`config.mk`:
```
export PLATFORM = sky130hd
export DESIGN_NAME = fcs_host
export DESIGN_NICKNAME = d
export VERILOG_FILES = /design/src/logic/fcs_pkg.sv /design/src/logic/fcs_host.sv
export SDC_FILE = /design/constraint.sdc
export NUM_CORES = 1
export LEC_CHECK = 0
export BUFFER_PORTS_ARGS = -buffer_cell sky130_fd_sc_hd__buf_2
export CORE_UTILIZATION = 55
export DETAILED_ROUTE_END_ITERATION = 7
export PLACE_DENSITY = 0.76
export SYNTH_ARGS = -nofsm -noshare
export SYNTH_HDL_FRONTEND = slang
export SYNTH_SLANG_ARGS = --single-unit
```
`constraint.sdc`:
```
create_clock -name i_sys_clk -period 8.85 [get_ports i_sys_clk]
set_clock_uncertainty 0.15 [all_clocks]
set_input_delay 0.885 -clock i_sys_clk [delete_from_list [all_inputs] [get_ports i_sys_clk]]
set_output_delay 0.885 -clock i_sys_clk [all_outputs]
set_load 0.05 [all_outputs]
```
`src/logic/fcs_pkg.sv`:
```
// Flash command sequencer package: command codes, pin widths and timing.
// Assumes a 10 MHz system clock driving the host controller.
package fcs_pkg;
    // ----------------------------------------------------------------
    // Clock and times
    // ----------------------------------------------------------------
    localparam int CLK_HZ          = 10_000_000;
    localparam int PAUSE_US        = 10;
    localparam int PU_READ_US      = 100;
    localparam int PU_WRITE_MS     = 5;
    localparam int PAGE_WRITE_MS   = 10;
    localparam int ERASE_MS        = 50;
    localparam int BYTE_LOAD_US    = 200;
    localparam int PAUSE_CYC       = PAUSE_US * (CLK_HZ / 1_000_000);
    localparam int PU_READ_CYC     = PU_READ_US * (CLK_HZ / 1_000_000);
    localparam int PU_WRITE_CYC    = PU_WRITE_MS * (CLK_HZ / 1_000);
    localparam int PAGE_WRITE_CYC  = PAGE_WRITE_MS * (CLK_HZ / 1_000);
    localparam int ERASE_CYC       = ERASE_MS * (CLK_HZ / 1_000);
    localparam int BYTE_LOAD_CYC   = BYTE_LOAD_US * (CLK_HZ / 1_000_000);
    // Strobe phase lengths in clocks (200 ns each, meets pulse widths)
    localparam int STROBE_CYC      = 2;
    // ----------------------------------------------------------------
    // Pins and command codes
    // ----------------------------------------------------------------
    localparam int ADDR_W = 16;
    localparam int DATA_W = 8;
    localparam logic [ADDR_W-1:0] ADDR_CMD1 = 16'h5555;
    localparam logic [ADDR_W-1:0] ADDR_CMD2 = 16'h2aaa;
    localparam logic [ADDR_W-1:0] ADDR_MAKER = 16'h0000;
    localparam logic [ADDR_W-1:0] ADDR_DEVICE = 16'h0001;
    localparam logic [DATA_W-1:0] DAT_UNLOCK1 = 8'haa;
    localparam logic [DATA_W-1:0] DAT_UNLOCK2 = 8'h55;
    localparam logic [DATA_W-1:0] DAT_SETUP   = 8'h80;
    localparam logic [DATA_W-1:0] DAT_ERASE   = 8'h10;
    localparam logic [DATA_W-1:0] DAT_ID3     = 8'h90;
    localparam logic [DATA_W-1:0] DAT_ID6     = 8'h60;
    localparam logic [DATA_W-1:0] DAT_ID_EXIT = 8'hf0;
    localparam int TOGGLE_BIT = 6;
    // ----------------------------------------------------------------
    // Host commands
    // ----------------------------------------------------------------
    typedef enum logic [2:0] {
        FCS_CMD_READ,
        FCS_CMD_LOAD,
        FCS_CMD_ERASE,
        FCS_CMD_ID3,
        FCS_CMD_ID6,
        FCS_CMD_ID_EXIT
    } fcs_cmd_e;
endpackage : fcs_pkg

```
`src/logic/fcs_host.sv`:
```
// Host-side controller that drives a byte-wide parallel flash through its pins.
// Assumes i_sys_clk at 10 MHz, flash read data arriving asynchronously on i_dq.
//
// Functional notes
// - Chip erase is six fixed unlock writes
// - Id entry by three or six writes
// - Wait 100 us before first read
// - Wait 5 ms before first write
// - Byte loads no more than 200 us apart
`timescale 1ns/1ns
module fcs_host #(
    parameter int PU_WRITE_CYCLES   = fcs_pkg::PU_WRITE_CYC,
    parameter int PAGE_WRITE_CYCLES = fcs_pkg::PAGE_WRITE_CYC,
    parameter int ERASE_CYCLES      = fcs_pkg::ERASE_CYC
) (
    input  wire logic                      i_sys_clk,
    input  wire logic                      i_resetn,
    input  wire logic                      i_req_valid,
    input  wire fcs_pkg::fcs_cmd_e         i_req_cmd,
    input  wire logic [fcs_pkg::ADDR_W-1:0] i_req_addr,
    input  wire logic [fcs_pkg::DATA_W-1:0] i_req_data,
    input  wire logic                      i_page_end,
    output logic                           o_req_ready,
    output logic                           o_rsp_valid,
    output logic [fcs_pkg::DATA_W-1:0]     o_rsp_data,
    output logic                           o_id_mode,
    output logic                           o_busy,
    output logic [fcs_pkg::ADDR_W-1:0]     o_addr,
    output logic [fcs_pkg::DATA_W-1:0]     o_dq_out,
    output logic                           o_dq_oe,
    input  wire logic [fcs_pkg::DATA_W-1:0] i_dq,
    output logic                           o_ce_n,
    output logic                           o_oe_n,
    output logic                           o_we_n
);
    import fcs_pkg::*;

    // Refuse a power-up wait shorter than the read delay, or empty program waits
    if (PU_WRITE_CYCLES < PU_READ_CYC || PAGE_WRITE_CYCLES < 1 ||
        ERASE_CYCLES < 1) begin : g_bad_timing
        $error("fcs_host: timing parameters out of range");
    end

    // ----------------------------------------------------------------
    // State
    // ----------------------------------------------------------------
    typedef enum logic [3:0] {
        ST_POWERUP, ST_IDLE, ST_W_SETUP, ST_W_PULSE, ST_W_GAP, ST_R_PULSE,
        ST_LOAD_WAIT, ST_PAUSE, ST_PROG_WAIT
    } fcs_state_e;

    typedef struct packed {
        fcs_state_e             state;
        logic [31:0]            timer;
        logic [31:0]            pu_cnt;
        logic [2:0]             step;
        logic [2:0]             nsteps;
        fcs_cmd_e               cmd;
        logic [ADDR_W-1:0]      addr;
        logic [DATA_W-1:0]      data;
        logic                   id_mode;
        logic                   ready;
        logic                   rsp_valid;
        logic [DATA_W-1:0]      rsp_data;
        logic                   dq_oe;
        logic                   ce_n;
        logic                   oe_n;
        logic                   we_n;
        logic                   busy;
        logic [DATA_W-1:0]      dq_s1;
        logic [DATA_W-1:0]      dq_s2;
    } fcs_state_s;

    fcs_state_s s_r;
    fcs_state_s s_nxt;

    // Address and data of one unlock step; the tail write carries the command
    function automatic logic [ADDR_W+DATA_W-1:0] seq_word(input fcs_cmd_e cmd,
                                                           input logic [2:0] step);
        logic [DATA_W-1:0] last;
        last = DAT_ERASE;
        unique case (cmd)
            FCS_CMD_ID3:     last = DAT_ID3;
            FCS_CMD_ID6:     last = DAT_ID6;
            FCS_CMD_ID_EXIT: last = DAT_ID_EXIT;
            default:         last = DAT_ERASE;
        endcase
        // top address bit is left low so only bits 14..0 carry meaning
        unique case (step)
            3'd0, 3'd3: seq_word = {ADDR_CMD1, DAT_UNLOCK1};
            3'd1, 3'd4: seq_word = {ADDR_CMD2, DAT_UNLOCK2};
            3'd2:       seq_word = {ADDR_CMD1, (cmd == FCS_CMD_ERASE || cmd == FCS_CMD_ID6)
                                               ? DAT_SETUP : last};
            default:    seq_word = {ADDR_CMD1, last};
        endcase
    endfunction : seq_word

    // ----------------------------------------------------------------
    // Next-state logic
    // ----------------------------------------------------------------
    always_comb begin
        s_nxt           = s_r;
        s_nxt.rsp_valid = 1'b0;
        s_nxt.dq_s1     = i_dq;
        s_nxt.dq_s2     = s_r.dq_s1;  // Two-flop catch of the async data pins
        if (s_r.pu_cnt != 32'(PU_WRITE_CYCLES))
            s_nxt.pu_cnt = s_r.pu_cnt + 32'd1;
        unique case (s_r.state)
            ST_POWERUP: begin
                // Writes held off 5 ms, which also covers the 100 us read delay
                if (s_r.pu_cnt == 32'(PU_WRITE_CYCLES)) begin
                    s_nxt.state = ST_IDLE;
                    s_nxt.ready = 1'b1;
                end
            end
            ST_IDLE: begin
                if (i_req_valid) begin
                    s_nxt.ready = 1'b0;
                    s_nxt.cmd   = i_req_cmd;
                    s_nxt.step  = 3'd0;
                    s_nxt.timer = 32'd0;
                    unique case (i_req_cmd)
                        FCS_CMD_READ: begin
                            // in id mode the caller picks maker (0) or device (1)
                            s_nxt.addr  = s_r.id_mode ? (i_req_addr[0] ? ADDR_DEVICE
                                                                        : ADDR_MAKER)
                                                      : i_req_addr;
                            s_nxt.ce_n  = 1'b0;
                            s_nxt.oe_n  = 1'b0;
                            s_nxt.state = ST_R_PULSE;
                        end
                        FCS_CMD_LOAD: begin
                            s_nxt.nsteps = 3'd1;
                            s_nxt.addr   = i_req_addr;
                            s_nxt.data   = i_req_data;
                            s_nxt.state  = ST_W_SETUP;
                        end
                        default: begin
                            s_nxt.nsteps = (i_req_cmd == FCS_CMD_ID3 ||
                                            i_req_cmd == FCS_CMD_ID_EXIT) ? 3'd3 : 3'd6;
                            {s_nxt.addr, s_nxt.data} = seq_word(i_req_cmd, 3'd0);
                            s_nxt.state  = ST_W_SETUP;
                        end
                    endcase
                end
            end
            ST_W_SETUP: begin
                // Address settles before the write strobe falls; the data drive turns on with it
                s_nxt.dq_oe = 1'b1;
                s_nxt.ce_n  = 1'b0;
                s_nxt.we_n  = 1'b0;
                s_nxt.timer = 32'd0;
                s_nxt.state = ST_W_PULSE;
            end
            ST_W_PULSE: begin
                s_nxt.timer = s_r.timer + 32'd1;
                // Select stays low past the write rise so the latch edge is unambiguous
                if (s_r.timer == 32'(STROBE_CYC - 1)) begin
                    s_nxt.we_n  = 1'b1;
                    s_nxt.timer = 32'd0;
                    s_nxt.state = ST_W_GAP;
                end
            end
            ST_W_GAP: begin
                // High time between strobes; data held one cycle past the rise
                s_nxt.dq_oe = 1'b0;
                s_nxt.ce_n  = 1'b1;
                s_nxt.timer = s_r.timer + 32'd1;
                if (s_r.timer == 32'(STROBE_CYC - 1)) begin
                    s_nxt.timer = 32'd0;
                    if (s_r.step + 3'd1 < s_r.nsteps) begin
                        s_nxt.step = s_r.step + 3'd1;
                        {s_nxt.addr, s_nxt.data} = seq_word(s_r.cmd, s_r.step + 3'd1);
                        s_nxt.state = ST_W_SETUP;
                    end else if (s_r.cmd == FCS_CMD_LOAD) begin
                        s_nxt.state = ST_LOAD_WAIT;
                        s_nxt.ready = 1'b1;
                    end else if (s_r.cmd == FCS_CMD_ERASE) begin
                        s_nxt.state = ST_PROG_WAIT;
                    end else begin
                        s_nxt.state = ST_PAUSE;
                    end
                end
            end
            ST_LOAD_WAIT: begin
                // next byte must arrive inside the window or the page closes
                s_nxt.timer = s_r.timer + 32'd1;
                if (i_req_valid && i_req_cmd == FCS_CMD_LOAD && !i_page_end &&
                    s_r.timer < 32'(BYTE_LOAD_CYC - STROBE_CYC * 2 - 2)) begin
                    s_nxt.ready = 1'b0;
                    s_nxt.addr  = i_req_addr;
                    s_nxt.data  = i_req_data;
                    s_nxt.step  = 3'd0;
                    s_nxt.state = ST_W_SETUP;
                end else if (i_page_end ||
                             s_r.timer >= 32'(BYTE_LOAD_CYC - STROBE_CYC * 2 - 2)) begin
                    s_nxt.ready = 1'b0;
                    s_nxt.timer = 32'd0;
                    s_nxt.state = ST_PROG_WAIT;
                end
            end
            ST_PAUSE: begin
                s_nxt.timer = s_r.timer + 32'd1;
                if (s_r.timer == 32'(PAUSE_CYC - 1)) begin
                    s_nxt.id_mode = (s_r.cmd != FCS_CMD_ID_EXIT);
                    s_nxt.ready   = 1'b1;
                    s_nxt.state   = ST_IDLE;
                end
            end
            ST_PROG_WAIT: begin
                // Fixed worst-case wait; the device times itself, no polling needed
                s_nxt.timer = s_r.timer + 32'd1;
                if (s_r.timer == ((s_r.cmd == FCS_CMD_ERASE) ? 32'(ERASE_CYCLES - 1)
                                                           : 32'(PAGE_WRITE_CYCLES - 1))) begin
                    s_nxt.ready = 1'b1;
                    s_nxt.state = ST_IDLE;
                end
            end
            ST_R_PULSE: begin
                // Two-flop data path adds two clocks after the access time
                s_nxt.timer = s_r.timer + 32'd1;
                if (s_r.timer == 32'(STROBE_CYC + 1)) begin
                    s_nxt.rsp_valid = 1'b1;
                    s_nxt.rsp_data  = s_r.dq_s2;
                    s_nxt.ce_n      = 1'b1;
                    s_nxt.oe_n      = 1'b1;
                    s_nxt.ready     = 1'b1;
                    s_nxt.state     = ST_IDLE;
                end
            end
            default: s_nxt.state = ST_IDLE;
        endcase
        // Busy flag registered so the output comes straight from a flop
        s_nxt.busy = (s_nxt.state == ST_PROG_WAIT);
    end

    // ----------------------------------------------------------------
    // State register
    // ----------------------------------------------------------------
    always_ff @(posedge i_sys_clk or negedge i_resetn) begin
        if (!i_resetn) begin
            s_r       <= '0;
            s_r.state <= ST_POWERUP;
            s_r.ce_n  <= 1'b1;
            s_r.oe_n  <= 1'b1;
            s_r.we_n  <= 1'b1;
        end else begin
            s_r <= s_nxt;
        end
    end

    // Outputs straight from the state register
    assign o_req_ready = s_r.ready;
    assign o_rsp_valid = s_r.rsp_valid;
    assign o_rsp_data  = s_r.rsp_data;
    assign o_id_mode   = s_r.id_mode;
    assign o_busy      = s_r.busy;
    assign o_addr      = s_r.addr;
    assign o_dq_out    = s_r.data;
    assign o_dq_oe     = s_r.dq_oe;
    assign o_ce_n      = s_r.ce_n;
    assign o_oe_n      = s_r.oe_n;
    assign o_we_n      = s_r.we_n;

endmodule : fcs_host

```
==> reports/metrics.cfg, run 1 <==
[run_status]
status = completed

[yosys]
synth-compound-area-share_pct = 13.75
seq_area_frac_synth_pct = 47.57
synth-xor-area-share_pct = 4.252
yosysWarnings = 0
synthMuxAreaShare_pct = 4.144
synthCells = 737
ys.flop_type = dfrtp_1
synth_area_um2 = 7004
synth.avg_cell_area_um2 = 9.504
synth_top_family_by_area = simple AND/OR/NAND/NOR gates
synth_fa_ha_area_share_pct = 2.144
ys_types = 68
synth-seq-cells = 133
async_flop_share_pct = 100.0
synth_edf_count = 0
synthSimpleGateAreaFrac_pct = 21.40
synthesis.nets = 788

[floorplanning]
die_height_um = 114.9
rows = 40
die_area_um2 = 13190
die_w_um = 114.9
core_um2 = 12210
initial_core_util_pct = 57.36
ios = 79

[power]
clkPwrFrac_pct = 27.2
p_leak_nw = 3.539
p_int_w = 0.001434
p_switching_w = 0.001076
ir_drop_mv = 0.1672
pwr-share-comb_pct = 39.6
powerDensity_nw_per_um2 = 319.6
swShare_pct = 42.86
pwr-share-seq_pct = 33.2

[timing]
fin_setup_tns_ps = 0
finalMaxSlewViolations = 0
rsz0062_at_grt = no
tightest_slew_ps = 1063
finalHoldViolations = 0
period_needed_ps = 3552
finalSetupViolations = 0
finalCritPeriodShare_pct = 40.13
slew_headroom_pct = 28.64
clock.fmax_mhz = 281.6

[final_layout]
layout-drive-gt1-share_pct = 18.08
final_util_pct = 64.31
fin_nets = 829
antennaDiodeCount = 0
area_delta_synth_final_pct = 12.13

[cts]
clock_path_buffers = 2
cts-root-buf = clkbuf_16
holdBufCountCts = 0
cts_buffers = 17
ctsHtreeMaxLevel = 4
clk_pin_slew_ps = 50
cts_tree = done
insertion_delay_ps = 430
clock-sinks = 133
ctsResizeCount = 0
post_cts_buffers = 0

[route]
drc = 0
via_per_inst = 5.867
wirelength_um = 15590
vias = 5626
avgRoutedWirePerCell_um = 16.26
ant_nets = 0
dr.first_iter.drc_count = 431
first_pass_iters = 5

[critical_path]
max_stage_delay_ps = 620
critPathCaptureType = flip-flop
worstSetupPathType = flip-flop to flip-flop
cp_data_arrival_time_ps = 3700
cp_cell_sequence = nor4_1 -> nand4_1 -> nor4b_2 -> a21oi_1 -> nor3b_4 -> buf_4 -> nand2_2 -> mux2_1
critPathRequiredTime_ps = 9000
reg2reg_setup_slack_ps = 5300
crit_slowest_cell = nor4b_2
startpoint_type = flip-flop
cp_max_fo = 40

[flow_run]
max-cap-violations = 0

[grt]
grt_pass1_vias = 5411
grt_overflow = 0
grt_pass1_wl_um = 25810
grt.total_usage_pct = 25.26
antenna_found_initial = 0
grt_max_degree = 69

[placed_design]
port_buffers = 78
gp_routability_congestion = 0.8878
hpwlAfterDp_um = 10640

[min_path]
hp-class = flip-flop to flip-flop

[routing by layer]
layer  vias up  GRT usage, %  wire (um)
met5         -             0          0
met4         0         10.04        317
met3        33         5.746       1021
met2       210         40.68       7329
met1      2697         33.29       6923
li1       2686             -          -
[kinds of logic after synthesis]
group,count (synthesis)
and+or+nand+nor,282
AOI/OAI and AO/OA,160
DFF,133
buffers and inverters,89
xor gates and xnor gates,34
muxes,27
adders and majority gates,12
[registers in the layout, summed over array words and instances, names as in the netlist, 8 cells and up]
register    cells
s_nxt           8
s_r            85
o_addr         16
o_dq_out        8
o_rsp_data      8
[power by group through the flow]
stage	sequential [W]	clock (W)	combinational, W
6_report	0.000833	0.000684	0.000994
2_1_floorplan	0.000827	0	0.000868
3_5_place_dp	0.000840	0	0.000982
3_3_place_gp	0.000832	0	0.000960
4_1_cts	0.000830	0.000694	0.000992
5_1_grt	0.000848	0.000720	0.00108
[final cells by class]
| type | instances | area, um^2 |
|---|---|---|
| inverter | 30 | 112.6 |
| multi-input combinational | 515 | 3207 |
| sequential | 133 | 3332 |
| timing repair buffer | 81 | 415.4 |
| clock buffer | 19 | 442.9 |
| clock inverter | 13 | 133.9 |
| tap | 168 | 210.2 |
| fill | 1028 | 4358 |
[stage by stage]
step / power, W / cells / hold WS [ps] / setup WS [ps] / area (um^2)
after floorplan: 0.001695 / 737 / 181.2 / 6017 / 7004
after global placement: 0.001792 / 927 / 183.3 / 5507 / 7277
after detailed placement: 0.001822 / 927 / 185.5 / 5336 / 7277
after CTS: 0.002516 / 959 / 198.1 / 5317 / 7854
after global routing: 0.002653 / 959 / 208.2 / 5038 / 7854
final: 0.002510 / 959 / 196.1 / 5298 / 7854
[critical path, delay by kind of cell, from the launching register on]
family          cells  cell delay, ps
compound gates      1             240
mux                 1             360
buf+inv             1             380
simple gates        5            1850
flops               1             430
[cells in the final DEF (no fill, tap or decap), types with 4 or more instances in the layout]
| cell type | count |
|---|---|
| nand2_1 | 54 |
| mux2i_1 | 11 |
| xnor2_1 | 25 |
| mux2_1 | 4 |
| buf_4 | 4 |
| nor2_1 | 64 |
| nor3_1 | 20 |
| a221o_1 | 4 |
| nand4b_1 | 4 |
| a21oi_1 | 69 |
| inv_1 | 30 |
| or3_1 | 6 |
| dfrtp_1 | 130 |
| o21ai_0 | 26 |
| clkbuf_16 | 17 |
| a31oi_1 | 24 |
| nor4_1 | 13 |
| xor2_1 | 9 |
| clkinv_2 | 5 |
| o31ai_1 | 4 |
| buf_2 | 77 |
| a21o_1 | 5 |
| and2_1 | 6 |
| nand4_1 | 17 |
| ha_1 | 12 |
| and3_1 | 18 |
| mux2_2 | 12 |
| nand2b_1 | 8 |
| nand3_1 | 40 |
| nor2b_1 | 4 |
[synthesized netlist by cell type, types with 4 or more instances]
cell type	number	area, um^2
and2_1	6	37.54
o31ai_1	4	30.03
xor2_1	9	78.83
mux2_1	4	45.04
buf_4	32	240.2
a21oi_1	69	345.3
a31oi_1	24	150.1
a221o_1	4	40.04
inv_1	30	112.6
buf_2	8	40.04
mux2i_1	11	110.1
nand2_1	54	202.7
nor3_1	20	100.1
and3_1	18	112.6
mux2_2	12	135.1
or3_1	6	37.54
ha_1	12	150.1
nand4b_1	4	35.03
xnor2_1	25	219.0
nor4_1	13	81.33
clkbuf_1	16	60.06
dfrtp_1	130	3253
nor2_1	64	240.2
a21o_1	5	37.54
o21ai_0	26	130.1
nand2b_1	8	50.05
nand3_1	40	200.2
nor2b_1	4	25.02
nand4_1	17	106.4
[path summary, 6_finish.rpt]
path,startpoint,endpoint,cells past startpoint
max,s_r[111],o_dq_out[6],8
min,s_nxt[7],s_r[7],0
max reg2reg,s_r[111],o_dq_out[6],8
min reg2reg,s_nxt[7],s_r[7],0
max in group asynchronous,i_resetn,s_r[60],2
min in group asynchronous,i_resetn,s_r[76],1
Note: power is estimated with default switching activity, not from simulation.
==> inputs of run 2 (changes only) <==
- CORE_UTILIZATION: 55 -> 53
- clock period: 8.85 -> 3.2 ns (I/O delays scaled with it)
==> reports/metrics.cfg, run 2 (synthesized netlist as in run 1, its figures left out) <==
[run_status]
status = completed

[cts]
cts-root-buf = clkbuf_16
ctsHtreeMaxLevel = 4  ; unchanged
cts_tree = done
cts_buffers = 17  ; unchanged
clock-sinks = 133  ; unchanged
insertion_delay_ps = 420  ; about the same
clk_pin_slew_ps = 60  ; about the same
clock_path_buffers = 2  ; unchanged

[grt]
grt_pass1_wl_um = 26320  ; +2.0%
grt_overflow = 0  ; unchanged
use_met3_pct = 6.025  ; +0.28 points
antenna_found_initial = 0  ; unchanged
grtUsageMet2_pct = 41.93  ; +1.3 points
top_usage_layer = met2
grt_max_degree = 74  ; +7.2%
met1_usage_pct = 30.91  ; -2.4 points
grt.total_usage_pct = 25.17  ; -0.096 points
grt_pass1_vias = 5580  ; +3.1%

[final_layout]
fin_nets = 852  ; +2.8%
final_area_um2 = 8044  ; +2.4%
area_delta_synth_final_pct = 14.84
largest_register_ffs = 85  ; unchanged
final_cell_mix = 130 x dfrtp_1, 77 x buf_2, 69 x a21oi_1
antennaDiodeCount = 0  ; unchanged
regMostFlops = s_r
final_common_cell = dfrtp_1
layout-drive-gt1-share_pct = 19.16  ; +1.1 points

[critical_path]
worstSetupPathType = flip-flop to flip-flop
critPathCaptureType = flip-flop
critPathRequiredTime_ps = 3340  ; -5660 ps
startpoint_type = flip-flop
cp_data_arrival_time_ps = 3200  ; -500 ps
cp_cell_sequence = or3_4 -> or4_4 -> or4_4 -> nand4_4 -> nand2_4 -> buf_4 -> a21oi_1 -> o21ai_0
cp_max_fo = 29  ; -28%
max_stage_delay_ps = 550  ; -70 ps
crit_slowest_cell = or4_4
crit_top_cell = or4_4

[placed_design]
hpwlAfterDp_um = 11020  ; +3.6%
gp_routability_congestion = 0.8717  ; -1.8%
preCtsSetupSlack_ps = 34.06  ; -5302 ps
placed_area_um2 = 7392  ; +1.6%
port_buffers = 78  ; unchanged

[timing]
slew_headroom_pct = 33.35  ; +4.7 points
finalMaxSlewViolations = 0  ; unchanged
finalHoldViolations = 0  ; unchanged
finalSetupViolations = 0  ; unchanged
period_needed_ps = 3054  ; -497.4 ps
tightest_slew_ps = 993.1  ; -70.27 ps
fin_setup_tns_ps = 0  ; unchanged
rsz0062_at_grt = no
clock.fmax_mhz = 327.4  ; +16%
finalCritPeriodShare_pct = 95.45  ; +55 points
setup_ws_ps = 145.7  ; -5153 ps

[power]
pwr-share-seq_pct = 33.4  ; +0.2 points
powerDensity_nw_per_um2 = 858.6  ; +170%
ir_drop_mv = 0.4214  ; +150%
pwr-share-comb_pct = 41.2  ; +1.6 points
clkPwrFrac_pct = 25.4  ; -1.8 points
swShare_pct = 43.27  ; +0.42 points
p_leak_nw = 3.637  ; +2.8%
p_int_w = 0.003918  ; +170%
p_switching_w = 0.002989  ; +180%

[route]
dr.first_iter.drc_count = 357  ; -17%
ant_nets = 0  ; unchanged
via_per_inst = 5.830  ; -0.63%
first_pass_iters = 7  ; +2
wirelength_um = 15730  ; +0.88%
drc = 0  ; unchanged
avgRoutedWirePerCell_um = 15.95  ; -1.9%
vias = 5748  ; +2.2%

[floorplanning]
initial_core_util_pct = 54.83  ; -2.5 points
die_height_um = 117.0  ; +1.8%
die_w_um = 117.0  ; +1.8%
core_um2 = 12770  ; +4.6%
ios = 79  ; unchanged
die_area_um2 = 13680  ; +3.7%
rows = 41  ; +2.5%

[min_path]
hp-class = input port to flip-flop

[flow_run]
max-cap-violations = 0  ; unchanged

==> run 2: final timing paths <==
path                                      from    endpoint  slack, ps  cells past startpoint
worst min register to register        s_nxt[2]      s_r[2]        200                      0
min in group asynchronous             i_resetn     s_r[76]        440                      2
worst max register to register        s_r[114]    s_r[101]        150                      8
max in group asynchronous             i_resetn      o_ce_n       1630                      3
worst min-delay path            i_req_addr[11]  o_addr[11]         40                      3
worst max-delay path                  s_r[114]    s_r[101]        150                      8
==> run 2: power groups by stage <==
stage	combinational, W	clock, W	sequential, W
after floorplan	0.00240	0	0.00229
after global placement	0.00272	0	0.00230
after detailed placement	0.00280	0	0.00232
after CTS	0.00282	0.00179	0.00230
after global routing	0.00312	0.00186	0.00235
final	0.00285	0.00175	0.00231
==> run 2: timing repair <==
item                                    in CTS  in global routing
setup buffers                                0                  0
endpoints found under the setup margin       0                 13
hold buffers                                10                  0
hold endpoints to repair                    78                  0
gates resized for setup                      0                  4
==> run 2: critical path: cells and delay by family, from the launching register on <==
family	cells	cell delay (ps)
buffers and inverters	1	250
DFF	1	420
AOI/OAI and AO/OA	2	250
and+or+nand+nor	5	1850
==> run 2: metal layers <==
| layer | vias up | part of all wire, % |
|---|---|---|
| li1 | 2733 | - |
| met1 | 2763 | 43 |
| met2 | 216 | 48 |
| met3 | 36 | 5.9 |
| met4 | 0 | 2.6 |
| met5 | - | 0 |
==> run 2: layout make-up <==
class / instances / area (um^2)
Fill cell: 1016 / 4730
Tap cell: 172 / 215.2
Sequential cell: 133 / 3332
Clock buffer: 21 / 460.4
Timing Repair Buffer: 104 / 633.1
Inverter: 30 / 112.6
Clock inverter: 11 / 77.57
Multi-Input combinational cell: 515 / 3213
==> run 2: stage by stage <==
stage / power [W] / util, % / hold slack [ps] / cells
6_report: 0.006906 / 62.97 / 44.71 / 986
2_1_floorplan: 0.004688 / - / -125.6 / 737
4_1_cts: 0.006909 / 62.87 / 31.44 / 986
3_3_place_gp: 0.005023 / 57.87 / 182.4 / 944
3_5_place_dp: 0.005124 / 57.87 / 184.7 / 944
5_1_grt: 0.007335 / 62.97 / 37.73 / 986
==> inputs of run 3 (changes only) <==
- ABC_AREA: not set -> 1
- CORE_UTILIZATION: 53 -> 54
- PLACE_DENSITY: 0.76 -> 0.77
==> reports/metrics.cfg, run 3 <==
[route]
wirelength_um = 17700  ; +13%
ant_nets = 0  ; unchanged
vias = 6623  ; +15%
avgRoutedWirePerCell_um = 13.85  ; -13%
drc = 0  ; unchanged
first_pass_iters = 5  ; -2
dr.first_iter.drc_count = 449  ; +26%
via_per_inst = 5.182  ; -11%

[grt]
grt.total_usage_pct = 26.08  ; +0.91 points
grt_overflow = 0  ; unchanged
grt_max_degree = 73  ; -1.4%
antenna_found_initial = 0  ; unchanged
grt_pass1_wl_um = 30280  ; +15%
grt_pass1_vias = 6436  ; +15%

[timing]
slew_headroom_pct = 23.07  ; -10 points
setup_ws_ps = 523.7  ; +378.0 ps
period_needed_ps = 2676  ; -378.0 ps
finalCritPeriodShare_pct = 83.63  ; -12 points
finalSetupViolations = 0  ; unchanged
finalMaxSlewViolations = 0  ; unchanged
tightest_slew_ps = 1146  ; +153.2 ps
rsz0062_at_grt = no
finalHoldViolations = 0  ; unchanged
fin_setup_tns_ps = 0  ; unchanged
clock.fmax_mhz = 373.7  ; +14%

[power]
ir_drop_mv = 0.5295  ; +26%
clkPwrFrac_pct = 27.5  ; +2.1 points
p_leak_nw = 4.541  ; +25%
p_switching_w = 0.003053  ; +2.2%
p_int_w = 0.003830  ; -2.3%
pwr-share-comb_pct = 40.5  ; -0.7 points
swShare_pct = 44.36  ; +1.1 points
pwr-share-seq_pct = 32.0  ; -1.4 points
powerDensity_nw_per_um2 = 785.7  ; -8.5%

[cts]
cts-root-buf = clkbuf_16
clk_pin_slew_ps = 60  ; about the same
cts_buffers = 17  ; unchanged
cts_tree = done
insertion_delay_ps = 420  ; about the same
post_cts_buffers = 0  ; unchanged
clock-sinks = 133  ; unchanged
clock_path_buffers = 2  ; unchanged
ctsHtreeMaxLevel = 4  ; unchanged

[flow_run]
max-cap-violations = 0  ; unchanged

[floorplanning]
die_area_um2 = 14810  ; +8.2%
die_height_um = 121.7  ; +4.0%
rows = 43  ; +4.9%
ios = 79  ; unchanged
initial_core_util_pct = 55.51  ; +0.67 points
core_um2 = 13930  ; +9.1%
die_w_um = 121.7  ; +4.0%

[critical_path]
critPathBufInv = 4  ; +3
rr_endpoint = o_dq_out[2]
crit_top_cell = nand2_1
crit_family = simple AND/OR/NAND/NOR gates
reg2reg_from = s_r[62]
worstSetupPathType = flip-flop to flip-flop
cp_data_arrival_time_ps = 2830  ; -370 ps
startpoint = s_r[62]
cp_cell_sequence = ha_1 -> inv_1 -> nand2_1 -> nand2_1 -> inv_1 -> ha_1 -> a21oi_1 -> nand2_1 -> inv_1 -> o21ai_0 -> inv_1 -> nand4_1 -> nand2_1 -> nand2_1
critPathRequiredTime_ps = 3360  ; +20 ps
cp_max_fo = 8  ; -72%
max_stage_delay_ps = 440  ; -110 ps
startpoint_type = flip-flop
reg2reg_setup_slack_ps = 520  ; +380 ps
worstRegToRegCells = 14  ; +6
critPathCaptureType = flip-flop
cp.depth = 14  ; +6
cp-endpoint = o_dq_out[2]
crit_slowest_cell = dfrtp_1

[final_layout]
final_common_cell = nand2_1
fin_nets = 1136  ; +33%
antennaDiodeCount = 0  ; unchanged
final_cell_mix = 310 x nand2_1, 130 x dfrtp_1, 119 x inv_1
final_util_pct = 62.86  ; -0.11 points
area_delta_synth_final_pct = 13.25
largest_register_ffs = 85  ; unchanged
layout-drive-gt1-share_pct = 15.57  ; -3.6 points
regMostFlops = s_r

[yosys]
async_flop_share_pct = 100.0  ; unchanged
synth_area_leaders = dfrtp_1 42%, nand2_1 15%, inv_1 5.8%
yosysTopAreaCell = dfrtp_1
synth-seq-cells = 133  ; unchanged
yosysWarnings = 0  ; unchanged
seq_area_frac_synth_pct = 43.08  ; -4.5 points
synthTopCellsByCount = 310 x nand2_1, 130 x dfrtp_1, 119 x inv_1
synth_most_common_cell = nand2_1
ys.flop_type = dfrtp_1
ys_types = 42  ; -38%
synth_top_area_share_pct = 42.06  ; -4.4 points
synth_area_um2 = 7735  ; +10%
synthesis.nets = 1069  ; +36%
synth_edf_count = 0  ; unchanged
synthCells = 1018  ; +38%
synth.avg_cell_area_um2 = 7.598  ; -20%

[placed_design]
hpwlAfterDp_um = 12630  ; +15%
gp_routability_congestion = 0.9146  ; +4.9%
preCtsSetupSlack_ps = 526.6  ; +492.5 ps
port_buffers = 78  ; unchanged

[run_status]
status = completed

[min_path]
hp-class = input port to flip-flop

## run 3: cell types whose count changed in the layout (fill, tap and decap cells not counted), sizes merged, moves of 13 or more
cell,previous run,this run
nand2,56,314
nand3,40,63
nor4,14,1
and3,18,0
o21ai,27,50
a21oi,69,25
xnor2,25,4
nor2,64,129
inv,32,124
xor2,9,35
mux2,16,0
a31oi,24,4
## run 3: worst min path at each step
stage                  from        end  cells after the start
2_1_floorplan      i_resetn  o_addr[0]                      0
3_3_place_gp       s_nxt[5]     s_r[5]                      0
3_5_place_dp       s_nxt[1]     s_r[1]                      0
4_1_cts        i_req_cmd[1]    s_r[57]                      3
5_1_grt        i_req_cmd[1]    s_r[57]                      3
6_report       i_req_cmd[1]    s_r[57]                      3
## run 3: area by class of cell
class / count / area (um^2)
clock inverter: 12 / 120.1
inverter: 120 / 450.4
clock buffer: 20 / 456.7
multi-input combinational: 719 / 3608
tap: 180 / 225.2
sequential: 133 / 3332
timing repair buffer: 94 / 566.8
fill: 1272 / 5175
## run 3: metrics by stage
| stage | area (um^2) | power [W] | std cells | hold WS [ps] |
|---|---|---|---|---|
| floorplan | 7735 | 0.004596 | 1018 | -125.6 |
| detailed placement | 8083 | 0.004993 | 1236 | 184.7 |
| global route | 8760 | 0.007303 | 1278 | 18.28 |
| CTS | 8760 | 0.006917 | 1278 | 0.4301 |
| global placement | 8083 | 0.004943 | 1236 | 182.1 |
| finish | 8760 | 0.006883 | 1278 | 4.444 |
## run 3: worst register-to-register path, cell delays in order (launching register included)
cell	delay (ps)
dfrtp_1	440
ha_1	240
inv_1	60
nand2_1	50
nand2_1	130
inv_1	90
ha_1	290
a21oi_1	150
nand2_1	120
inv_1	90
o21ai_0	70
inv_1	130
nand4_1	350
nand2_1	170
nand2_1	60
## run 3: per-layer routing
layer	up-vias	share of wire, %	GRT usage (%)
met3	24	5.6	5.524
met4	0	1.5	9.568
met1	3064	47	34.66
li1	3339	-	-
met2	196	46	41.97
met5	-	0	0
## run 3: what timing repair did
action | 4_1_cts | 5_1_grt
gates resized for setup | 0 | 0
hold endpoints to repair | 78 | 0
hold buffers | 10 | 0
## run 3: cells by family (layout without fill, tap and decap cells)
kind of cell	count (synthesis)	in the layout	share of synthesized area (%)
AOI/OAI and AO/OA	104	104	8.201
and+or+nand+nor	564	564	32.09
adders and majority gates	12	12	1.941
xor gates and xnor gates	39	39	4.416
buffers and inverters	166	246	10.27
DFF	133	133	43.08
## run 3: power by group through the flow
stage | registers (W) | clock network [W] | logic (W)
6_report | 0.00221 | 0.00189 | 0.00279
5_1_grt | 0.00224 | 0.00199 | 0.00307
4_1_cts | 0.00220 | 0.00192 | 0.00279
3_5_place_dp | 0.00223 | 0 | 0.00277
3_3_place_gp | 0.00223 | 0 | 0.00272
2_1_floorplan | 0.00228 | 0 | 0.00232
